### src/clf_pkg.sv
// shared constants and types for the cache line fill master
package clf_pkg;

    // word and line geometry
    localparam int CLF_WORD_BYTES = 4;
    localparam int CLF_I_LINE_BYTES = 32;
    localparam int CLF_CACHE_MIN = 512;
    localparam int CLF_CACHE_MAX = 65536;
    localparam int CLF_D_LINE_4 = 4;
    localparam int CLF_D_LINE_16 = 16;
    localparam int CLF_D_LINE_32 = 32;
    localparam int CLF_TCM_MIN = 1;
    localparam int CLF_TCM_MAX = 4;
    localparam int CLF_FIFO_DEPTH = 4;
    localparam int CLF_DATA_W = 32;

    // register offsets (byte addresses)
    localparam logic [7:0] CLF_REG_CTRL = 8'h00;
    localparam logic [7:0] CLF_REG_STATUS = 8'h04;
    localparam logic [7:0] CLF_REG_CFG = 8'h08;

    // control fields
    localparam int CLF_CTRL_IEN = 0;
    localparam int CLF_CTRL_DEN = 1;
    localparam int CLF_CTRL_BURST = 2;
    localparam logic [2:0] CLF_CTRL_RST = 3'h7;

    // status fields
    localparam int CLF_ST_BUSY = 0;
    localparam int CLF_ST_SIDE = 1;
    localparam int CLF_ST_ISSUED = 4;
    localparam int CLF_ST_DRAINED = 8;

    // configuration fields
    localparam int CLF_CFG_IPRES = 0;
    localparam int CLF_CFG_DPRES = 1;
    localparam int CLF_CFG_IMPRES = 2;
    localparam int CLF_CFG_DMPRES = 3;
    localparam int CLF_CFG_IBURST = 4;
    localparam int CLF_CFG_DBURST = 5;
    localparam int CLF_CFG_DWORDS = 8;
    localparam int CLF_CFG_ITCM = 12;
    localparam int CLF_CFG_DTCM = 16;

    // which cache a refill serves
    typedef enum logic {CLF_SIDE_I, CLF_SIDE_D} clf_side_t;

    // read request on the master port
    typedef struct packed {
        logic [31:0] addr;
        logic [3:0] burstcount;
    } clf_rd_t;

    // one word written into a cache line
    typedef struct packed {
        clf_side_t side;
        logic [2:0] idx;
        logic [31:0] data;
    } clf_fill_t;

endpackage

### src/clf_line_fill.sv
// cache line refill engine for the instruction and data masters
`timescale 1ns/1ps
module clf_line_fill
    import clf_pkg::*;
#(
    parameter int ICACHE_BYTES = 2048,
    parameter int DCACHE_BYTES = 2048,
    parameter int D_LINE_BYTES = 32,
    parameter bit I_BURST_EN = 1'b1,
    parameter bit D_BURST_EN = 1'b1,
    parameter bit OMIT_DMASTER = 1'b0,
    parameter int ITCM_PORTS = 1,
    parameter int DTCM_PORTS = 1
) (
    input wire logic mclk,
    input wire logic sys_rst,
    input wire logic [7:0] reg_addr,
    input wire logic [31:0] reg_wdata,
    input wire logic reg_wr,
    input wire logic reg_rd,
    output logic [31:0] reg_rdata,
    input wire logic imiss_valid,
    input wire logic [31:0] imiss_addr,
    output logic imiss_ready,
    input wire logic dmiss_valid,
    input wire logic [31:0] dmiss_addr,
    output logic dmiss_ready,
    output logic im_read,
    output logic dm_read,
    output clf_rd_t m_rd,
    input wire logic m_wait,
    input wire logic m_rvalid,
    input wire logic [31:0] m_rdata,
    output logic m_rready,
    output logic fill_valid,
    output clf_fill_t fill,
    input wire logic fill_ready,
    output logic line_done,
    output clf_side_t line_done_side,
    output logic [CLF_TCM_MAX-1:0] itcm_en,
    output logic [CLF_TCM_MAX-1:0] dtcm_en
);
    // build-time shape of the block
    localparam bit I_PRES = (ICACHE_BYTES != 0);
    localparam bit D_PRES = (DCACHE_BYTES != 0);
    localparam bit DM_PRES = !(OMIT_DMASTER && !D_PRES);
    localparam logic [3:0] I_WORDS = 4'(CLF_I_LINE_BYTES / CLF_WORD_BYTES);
    localparam logic [3:0] D_WORDS = 4'(D_LINE_BYTES / CLF_WORD_BYTES);
    localparam bit D_BURST = D_BURST_EN && (D_LINE_BYTES > CLF_D_LINE_4);
    localparam logic [31:0] I_MASK = ~32'(CLF_I_LINE_BYTES - 1);
    localparam logic [31:0] D_MASK = ~32'(D_LINE_BYTES - 1);

    typedef enum logic [1:0] {ST_IDLE, ST_ISSUE, ST_COLLECT} clf_state_t;

    clf_state_t state_r;
    logic [2:0] ctrl_r;
    logic [31:0] reg_rdata_r;
    clf_side_t side_r;
    logic [31:0] base_r;
    logic [2:0] crit_r;
    logic burst_r;
    logic [3:0] nwords_r;
    logic [3:0] issued_r;
    logic [3:0] pushed_r;
    logic [3:0] drained_r;
    logic line_done_r;
    clf_side_t done_side_r;
    logic [2:0] prev_w_r;
    logic i_take;
    logic d_take;
    logic issue_ok;
    logic push;
    logic drain;
    logic last_drain;
    logic [2:0] issue_w;
    logic [31:0] fifo_data;
    logic [31:0] cfg_word;
    logic [31:0] status_word;

    // tightly coupled port enables, one per possible port
    for (genvar g = 0; g < CLF_TCM_MAX; g++) begin : g_tcm
        assign itcm_en[g] = (g < ITCM_PORTS);
        assign dtcm_en[g] = (g < DTCM_PORTS);
    end

    // miss acceptance, instruction side first
    assign imiss_ready = (state_r == ST_IDLE) && I_PRES &&
                         ctrl_r[CLF_CTRL_IEN];
    assign i_take = imiss_valid && imiss_ready;
    assign dmiss_ready = (state_r == ST_IDLE) && DM_PRES &&
                         ctrl_r[CLF_CTRL_DEN] && !i_take;
    assign d_take = dmiss_valid && dmiss_ready;

    // master read request
    assign issue_w = crit_r + issued_r[2:0];
    assign im_read = (state_r == ST_ISSUE) && (side_r == CLF_SIDE_I) &&
                     I_PRES;
    assign dm_read = (state_r == ST_ISSUE) && (side_r == CLF_SIDE_D) &&
                     DM_PRES;
    assign issue_ok = (im_read || dm_read) && !m_wait;

    // request fields held in flops
    always_ff @(posedge mclk or posedge sys_rst) begin
        if (sys_rst) begin
            m_rd <= '0;
        end else if (i_take) begin
            // critical word first
            m_rd.addr <= {imiss_addr[31:2], 2'b00};
            m_rd.burstcount <= (I_BURST_EN && ctrl_r[CLF_CTRL_BURST]) ?
                               I_WORDS : 4'h1;
        end else if (d_take) begin
            // line aligned start
            m_rd.addr <= dmiss_addr & D_MASK;
            m_rd.burstcount <= (D_BURST && ctrl_r[CLF_CTRL_BURST]) ?
                               D_WORDS : 4'h1;
        end else if (issue_ok && !burst_r) begin
            // next single word, ascending and wrapping
            m_rd.addr <= base_r | {27'h0, issue_w + 3'h1, 2'b00};
        end
    end

    // refill bookkeeping captured at the miss
    always_ff @(posedge mclk or posedge sys_rst) begin
        if (sys_rst) begin
            side_r <= CLF_SIDE_I;
            base_r <= '0;
            crit_r <= '0;
            burst_r <= 1'b0;
            nwords_r <= '0;
        end else if (i_take) begin
            side_r <= CLF_SIDE_I;
            base_r <= imiss_addr & I_MASK;
            crit_r <= imiss_addr[4:2];
            burst_r <= I_BURST_EN && ctrl_r[CLF_CTRL_BURST];
            nwords_r <= I_WORDS;
        end else if (d_take) begin
            side_r <= CLF_SIDE_D;
            base_r <= dmiss_addr & D_MASK;
            crit_r <= 3'h0;
            burst_r <= D_BURST && ctrl_r[CLF_CTRL_BURST];
            nwords_r <= D_WORDS;
        end
    end

    // refill sequencing
    always_ff @(posedge mclk or posedge sys_rst) begin
        if (sys_rst) begin
            state_r <= ST_IDLE;
        end else begin
            case (state_r)
                ST_IDLE: begin
                    if (i_take || d_take) begin
                        state_r <= ST_ISSUE;
                    end
                end
                ST_ISSUE: begin
                    if (issue_ok) begin
                        state_r <= ST_COLLECT;
                    end
                end
                ST_COLLECT: begin
                    if (last_drain) begin
                        state_r <= ST_IDLE;
                    end else if (!burst_r && (pushed_r == issued_r) &&
                                 (issued_r < nwords_r)) begin
                        state_r <= ST_ISSUE; // one word at a time
                    end
                end
                default: begin
                    state_r <= ST_IDLE;
                end
            endcase
        end
    end

    // beat counters
    always_ff @(posedge mclk or posedge sys_rst) begin
        if (sys_rst) begin
            issued_r <= '0;
            pushed_r <= '0;
            drained_r <= '0;
            prev_w_r <= '0;
        end else if (i_take || d_take) begin
            issued_r <= '0;
            pushed_r <= '0;
            drained_r <= '0;
        end else begin
            if (issue_ok) begin
                // a burst accounts for the whole line at once
                issued_r <= burst_r ? nwords_r : issued_r + 4'h1;
                prev_w_r <= m_rd.addr[4:2];
            end
            if (push) begin
                pushed_r <= pushed_r + 4'h1;
            end
            if (drain) begin
                drained_r <= drained_r + 4'h1;
            end
        end
    end

    // returned words pass through the buffer
    assign push = m_rvalid && m_rready;
    assign drain = fill_valid && fill_ready;
    assign last_drain = drain && (drained_r == nwords_r - 4'h1);
    assign fill.side = side_r;
    assign fill.idx = crit_r + drained_r[2:0];
    assign fill.data = fifo_data;

    clf_fifo #(
        .WIDTH(CLF_DATA_W),
        .DEPTH(CLF_FIFO_DEPTH)
    ) u_fifo (
        .mclk(mclk),
        .sys_rst(sys_rst),
        .in_valid(m_rvalid),
        .in_ready(m_rready),
        .in_data(m_rdata),
        .out_valid(fill_valid),
        .out_ready(fill_ready),
        .out_data(fifo_data)
    );

    // line complete pulse after the last word
    always_ff @(posedge mclk or posedge sys_rst) begin
        if (sys_rst) begin
            line_done_r <= 1'b0;
            done_side_r <= CLF_SIDE_I;
        end else begin
            line_done_r <= last_drain;
            if (last_drain) begin
                done_side_r <= side_r;
            end
        end
    end
    assign line_done = line_done_r;
    assign line_done_side = done_side_r;

    // register words
    assign cfg_word = {12'h0, 4'(DTCM_PORTS), 4'(ITCM_PORTS), D_WORDS,
                       2'b00, D_BURST, I_BURST_EN, DM_PRES, I_PRES,
                       D_PRES, I_PRES};
    assign status_word = {20'h0, drained_r, issued_r, 2'b00,
                          side_r == CLF_SIDE_D, state_r != ST_IDLE};

    // control register
    always_ff @(posedge mclk or posedge sys_rst) begin
        if (sys_rst) begin
            ctrl_r <= CLF_CTRL_RST;
        end else if (reg_wr && (reg_addr == CLF_REG_CTRL)) begin
            ctrl_r <= reg_wdata[2:0];
        end
    end

    // read data one cycle after the strobe
    always_ff @(posedge mclk or posedge sys_rst) begin
        if (sys_rst) begin
            reg_rdata_r <= '0;
        end else if (reg_rd) begin
            case (reg_addr)
                CLF_REG_CTRL: reg_rdata_r <= {29'h0, ctrl_r};
                CLF_REG_STATUS: reg_rdata_r <= status_word;
                CLF_REG_CFG: reg_rdata_r <= cfg_word;
                default: reg_rdata_r <= '0;
            endcase
        end else begin
            reg_rdata_r <= '0;
        end
    end
    assign reg_rdata = reg_rdata_r;

    // checks
    a_icache_size: assert property (@(posedge mclk) disable iff (sys_rst)
        (ICACHE_BYTES == 0) || ((ICACHE_BYTES >= CLF_CACHE_MIN) &&
        (ICACHE_BYTES <= CLF_CACHE_MAX)))
        else $error("instruction cache size out of range");

    a_imaster_gone: assert property (@(posedge mclk) disable iff (sys_rst)
        !I_PRES |-> (!im_read && !imiss_ready &&
        (ITCM_PORTS >= CLF_TCM_MIN)))
        else $error("instruction master active without cache");

    a_iburst_len: assert property (@(posedge mclk) disable iff (sys_rst)
        im_read |-> (m_rd.burstcount == (burst_r ? I_WORDS : 4'h1)))
        else $error("instruction burst length wrong");

    a_iaddr_step: assert property (@(posedge mclk) disable iff (sys_rst)
        (im_read && !burst_r && issued_r != 4'h0 && prev_w_r != 3'h7)
        |-> (m_rd.addr[4:2] == prev_w_r + 3'h1))
        else $error("instruction word not ascending by four");

    a_crit_first: assert property (@(posedge mclk) disable iff (sys_rst)
        i_take |=> (im_read &&
        m_rd.addr == {$past(imiss_addr[31:2]), 2'b00}))
        else $error("critical word not fetched first");

    a_iaddr_wrap: assert property (@(posedge mclk) disable iff (sys_rst)
        (im_read && !burst_r && issued_r != 4'h0 && prev_w_r == 3'h7)
        |-> (m_rd.addr == base_r))
        else $error("instruction refill did not wrap to line start");

    a_tcm_count: assert property (@(posedge mclk) disable iff (sys_rst)
        (ITCM_PORTS <= CLF_TCM_MAX) && (DTCM_PORTS <= CLF_TCM_MAX) &&
        ($countones(itcm_en) == ITCM_PORTS))
        else $error("tightly coupled port count out of range");

    a_dcache_size: assert property (@(posedge mclk) disable iff (sys_rst)
        ((DCACHE_BYTES == 0) || ((DCACHE_BYTES >= CLF_CACHE_MIN) &&
        (DCACHE_BYTES <= CLF_CACHE_MAX))) &&
        ((D_LINE_BYTES == CLF_D_LINE_4) || (D_LINE_BYTES == CLF_D_LINE_16)
        || (D_LINE_BYTES == CLF_D_LINE_32)))
        else $error("data cache size or line size illegal");

    a_dmaster_gone: assert property (@(posedge mclk) disable iff (sys_rst)
        !DM_PRES |-> (!dm_read && !D_PRES &&
        (DTCM_PORTS >= CLF_TCM_MIN)))
        else $error("data master removed illegally or active");

    a_dburst_len: assert property (@(posedge mclk) disable iff (sys_rst)
        dm_read |-> (m_rd.burstcount == ((D_BURST && burst_r) ?
        D_WORDS : 4'h1)))
        else $error("data burst length wrong");

    a_dline_align: assert property (@(posedge mclk) disable iff (sys_rst)
        d_take |=> (dm_read && m_rd.addr == ($past(dmiss_addr) & D_MASK)
        && crit_r == 3'h0))
        else $error("data refill not line aligned");

    a_done_all: assert property (@(posedge mclk) disable iff (sys_rst)
        line_done |-> ($past(drain) &&
        $past(drained_r) == $past(nwords_r) - 4'h1 &&
        $past(pushed_r) == $past(nwords_r)))
        else $error("line completed before all words arrived");

    c_icrit: cover property (@(posedge mclk) disable iff (sys_rst)
        i_take && imiss_addr[4:2] != 3'h0);
    c_dfill: cover property (@(posedge mclk) disable iff (sys_rst)
        line_done && line_done_side == CLF_SIDE_D);
    c_ifill: cover property (@(posedge mclk) disable iff (sys_rst)
        line_done && line_done_side == CLF_SIDE_I);
    c_fifo_full: cover property (@(posedge mclk) disable iff (sys_rst)
        m_rvalid && !m_rready);

endmodule // clf_line_fill

### src/clf_fifo.sv
// small first-in first-out buffer for returned refill words
`timescale 1ns/1ps
module clf_fifo #(
    parameter int WIDTH = 32,
    parameter int DEPTH = 4
) (
    input wire logic mclk,
    input wire logic sys_rst,
    input wire logic in_valid,
    output logic in_ready,
    input wire logic [WIDTH-1:0] in_data,
    output logic out_valid,
    input wire logic out_ready,
    output logic [WIDTH-1:0] out_data
);
    localparam int AW = $clog2(DEPTH);

    logic [WIDTH-1:0] mem_r [DEPTH];
    logic [AW:0] wr_ptr_r;
    logic [AW:0] rd_ptr_r;
    logic push;
    logic pop;

    // full when pointers differ only in the wrap bit
    assign in_ready = !((wr_ptr_r[AW] != rd_ptr_r[AW]) &&
                        (wr_ptr_r[AW-1:0] == rd_ptr_r[AW-1:0]));
    assign out_valid = (wr_ptr_r != rd_ptr_r);
    assign push = in_valid && in_ready;
    assign pop = out_valid && out_ready;
    assign out_data = mem_r[rd_ptr_r[AW-1:0]];

    // storage write
    always_ff @(posedge mclk) begin
        if (push) begin
            mem_r[wr_ptr_r[AW-1:0]] <= in_data;
        end
    end

    // pointers
    always_ff @(posedge mclk or posedge sys_rst) begin
        if (sys_rst) begin
            wr_ptr_r <= '0;
            rd_ptr_r <= '0;
        end else begin
            if (push) begin
                wr_ptr_r <= wr_ptr_r + 1'b1;
            end
            if (pop) begin
                rd_ptr_r <= rd_ptr_r + 1'b1;
            end
        end
    end

endmodule // clf_fifo

### config.mk
export PLATFORM = sky130hd
export DESIGN_NAME = clf_line_fill
export DESIGN_NICKNAME = d
export VERILOG_FILES = /design/src/clf_pkg.sv /design/src/clf_line_fill.sv /design/src/clf_fifo.sv
export SDC_FILE = /design/constraint.sdc
export NUM_CORES = 1
export LEC_CHECK = 0
export ABC_CLOCK_PERIOD_IN_PS = 3200
export BUFFER_PORTS_ARGS = -buffer_cell sky130_fd_sc_hd__clkbuf_2
export CORE_UTILIZATION = 47
export DETAILED_ROUTE_END_ITERATION = 16
export PLACE_DENSITY = 0.72
export SKIP_LAST_GASP = 1
export SLEW_MARGIN = 20
export SYNTH_ARGS = -nofsm -noshare
export SYNTH_HDL_FRONTEND = slang
export SYNTH_SLANG_ARGS = --single-unit
### constraint.sdc
create_clock -name mclk -period 3.2 [get_ports mclk]
set_input_delay 0.64 -clock mclk [delete_from_list [all_inputs] [get_ports mclk]]
set_output_delay 0.64 -clock mclk [all_outputs]
set_load 0.03 [all_outputs]
==> flow_summary.yaml <==
routing:
  ant_nets: 0
  drt_iter0_markers: 222
  routed_wl_um: 19200
  top_layer: "met4"
  wirelength_met1_um: 7990
  viasPerCell: 5.22
  firstDrtPassIters: 4
  wl_met2_um: 9330
  drc: 0
  routedWlPerCell_um: 18.0
  vias: 5569
  wl_met3_um: 1640
synth:
  yosysUniqueCellTypes: 52
  avgSynthCellArea_um2: 16.2
  synth-seq-cells: 229
  syn-cell-area_mm2: 0.00939
  yosys_warnings: 0
  synth_edf_count: 128
  ys.flop_type: "edfxtp_1"
  ys_seq_area_share_pct: 67.9
  syn_inst: 581
  async_flop_share_pct: 44.1
timing:
  tightest_slew_ns: 0.887
  setup-tns-final_ns: 0
  fin_worst_skew_ns: 0.0107
  hold_viol_final: 0
  rsz0062_at_grt: "no"
  period_share_pct: 84.5
  slew_headroom_pct: 40.8
  min_period_ns: 2.70
  finalSetupViolCount: 0
  final_max_slew_viol_count: 0
  clock.fmax_mhz: 370
hold_path:
  min_path_type: "in -> reg"
  holdPathStages: 1
die:
  ios: 265
  design.die.area_mm2: 0.0205
  core_area_mm2: 0.0195
  initial_core_util_pct: 48.1
  rows: 51
  die_width_um: 143
  die_h_um: 143
clock_network:
  clk_pin_slew_ns: 0.06
  htreeDepth: 1
  cts_tree: "yes"
  clockRootBuffer: "clkbuf_16"
  clk_path_buf_depth: 3
  post_cts_resized: 0
  numClockSinks: 229
  cts_buffers: 24
  clk_latency_ns: 0.51
worst_setup_path:
  rr_startpoint: "ctrl_r[1]"
  worstSetupStartpointType: "register"
  crit_arrival_ns: 2.06
  ff2ff_setup_slack_ns: 1.07
  r2r-end: "m_rd[29]"
  critPathCaptureType: "output port"
  crit_path_max_fanout: 5
  startpoint: "drained_r[0]"
  crit_end: "fill[34]"
  critical_path_required_ns: 2.56
  worst_path_max_delay_cell: "dfrtp_1"
  cp_slowest_stage_delay_ns: 0.43
  reg2regPathDepth: 5
  path_cells: "ha_1 -> inv_1 -> fa_1 -> xor2_1 -> xnor2_1 -> clkbuf_2"
  worstSetupPathType: "reg -> out"
pwr:
  p_comb_share_pct: 36.9
  seq_power_share_pct: 40.3
  sw_frac_of_total_pct: 36.8
  p_switching_mw: 4.01
  p_int_mw: 6.90
  p_leak_nw: 4.93
  clockPowerShare_pct: 22.8
  vdd_drop_max_uv: 570
  power_density_mw_per_mm2: 965
finish:
  fillers: 1563
  final_area_mm2: 0.0113
  finalCoreUtilization_pct: 57.9
  final_nets: 943
  area_delta_synth_final_pct: 20.4
  drive_above_1_share_pct: 40.3
  antenna_cells: 0
  stdcell_count: 1067
global_route:
  gr-usage-all-layers_pct: 18.7
  antenna_found_initial: 0
  grt_max_degree: 101
  first_global_vias: 5705
  grt_pass1_wl_um: 29700
  grt.overflow.total: 0
run_status:
  status: "complete, no violations"
job:
  drv_cap: 0
placement:
  dp_cells: 1024
  hpwl_um: 12700
  placed_area_mm2: 0.0106
  port_buffers: 198
  gp_congestion: 0.853
## power groups by stage
| stage | combinational [mW] | sequential (mW) | clock, mW |
|---|---|---|---|
| global placement | 3.99 | 4.39 | 0 |
| global route | 4.35 | 4.48 | 2.67 |
| finish | 4.03 | 4.39 | 2.49 |
| CTS | 4.08 | 4.40 | 2.55 |
| detailed placement | 4.08 | 4.44 | 0 |
| floorplan | 2.74 | 4.61 | 0 |
## what timing repair did
action | CTS | global route
hold endpoints to repair | 1 | 0
setup buffers | 0 | 0
hold buffers | 1 | 0
## cells in the mapped netlist (all sizes together) (6+ instances only)
master  number  area share, %
inv         16           0.64
mux4        32            7.7
mux2        33            4.0
ha          10            1.3
and2         7           0.47
clkbuf      12           0.48
a21oi       12           0.64
xnor2        6           0.56
buf         51            3.8
nor2        26            1.1
o21ai        9           0.52
a221o       27            2.9
and3        31            2.1
xor2        12            1.1
dfrtp       98             26
edfxtp     128             41
nand2       18           0.72
## routing by layer
layer / up-vias / global-route usage [%]
li1: 2552 / -
met2: 223 / 31.0
met4: 0 / 4.09
met3: 19 / 5.96
met5: - / 0
met1: 2775 / 24.2
## state kept, by name, indices dropped and copies added, names as in the netlist, 3 cells and up
name / cells
base_r: 27
ctrl_r: 3
u_fifo.rd_ptr_r: 3
crit_r: 3
m_rd: 32
issued_r: 4
reg_rdata: 12
u_fifo.mem_r: 128
drained_r: 4
pushed_r: 4
u_fifo.wr_ptr_r: 3
## layout by cell type (no fill, tap or decap), types with 15 or more instances in the layout
cell / n
edfxtp_1: 128
nand2_1: 18
dfrtp_1: 97
clkbuf_2: 198
nor2_1: 24
a221o_1: 27
and3_1: 28
mux4_2: 32
clkbuf_16: 24
mux2_2: 33
conb_1: 30
inv_1: 15
## per-stage QoR
stage	hold slack (ns)	worst slack, ns	total power [mW]
2_1_floorplan	0.470	0.389	7.35
3_3_place_gp	0.490	0.938	8.38
3_5_place_dp	0.490	0.883	8.52
4_1_cts	0.325	0.446	11.0
5_1_grt	0.328	0.356	11.5
6_report	0.350	0.496	10.9
## kinds of logic (layout without fill, tap and decap cells)
logic type | after synthesis | after routing | share of synthesized area [%]
xor+xnor | 18 | 18 | 1.68
simple gates | 109 | 109 | 6.20
fa+ha+maj | 12 | 12 | 1.76
mux | 67 | 67 | 11.9
other cells | 2 | 30 | 0.0800
compound gates | 65 | 65 | 5.59
buf+inv | 79 | 272 | 4.93
flops | 229 | 229 | 67.9
## worst min path at each step
stage	from	endpoint	slack, ns
CTS	m_rdata[21]	u_fifo.mem_r[2][21]	0.32
global placement	base_r[5]	base_r[5]	0.49
floorplan	issued_r[3]	reg_rdata[7]	0.47
finish	m_rdata[5]	u_fifo.mem_r[0][5]	0.35
global route	m_rdata[21]	u_fifo.mem_r[2][21]	0.33
detailed placement	base_r[15]	base_r[15]	0.49
## final cells by class
cell class	instances	area (µm²)	share of cell area, %
Tap cell	265	332	2.93
Sequential cell	229	6380	56.4
Inverter	16	63.8	0.565
Timing Repair Buffer	214	1160	10.3
Multi-Input combinational cell	301	2670	23.6
Clock inverter	8	51.3	0.454
Clock buffer	34	648	5.74
## worst max-delay path: cells and delay by family, from the launching register on
family	cells	cell delay (ns)
adder cells (fa/ha/maj)	2	0.55
flip-flops	1	0.43
XOR/XNOR	2	0.32
buffers and inverters	2	0.26
Power figures use the tool's default switching activity.
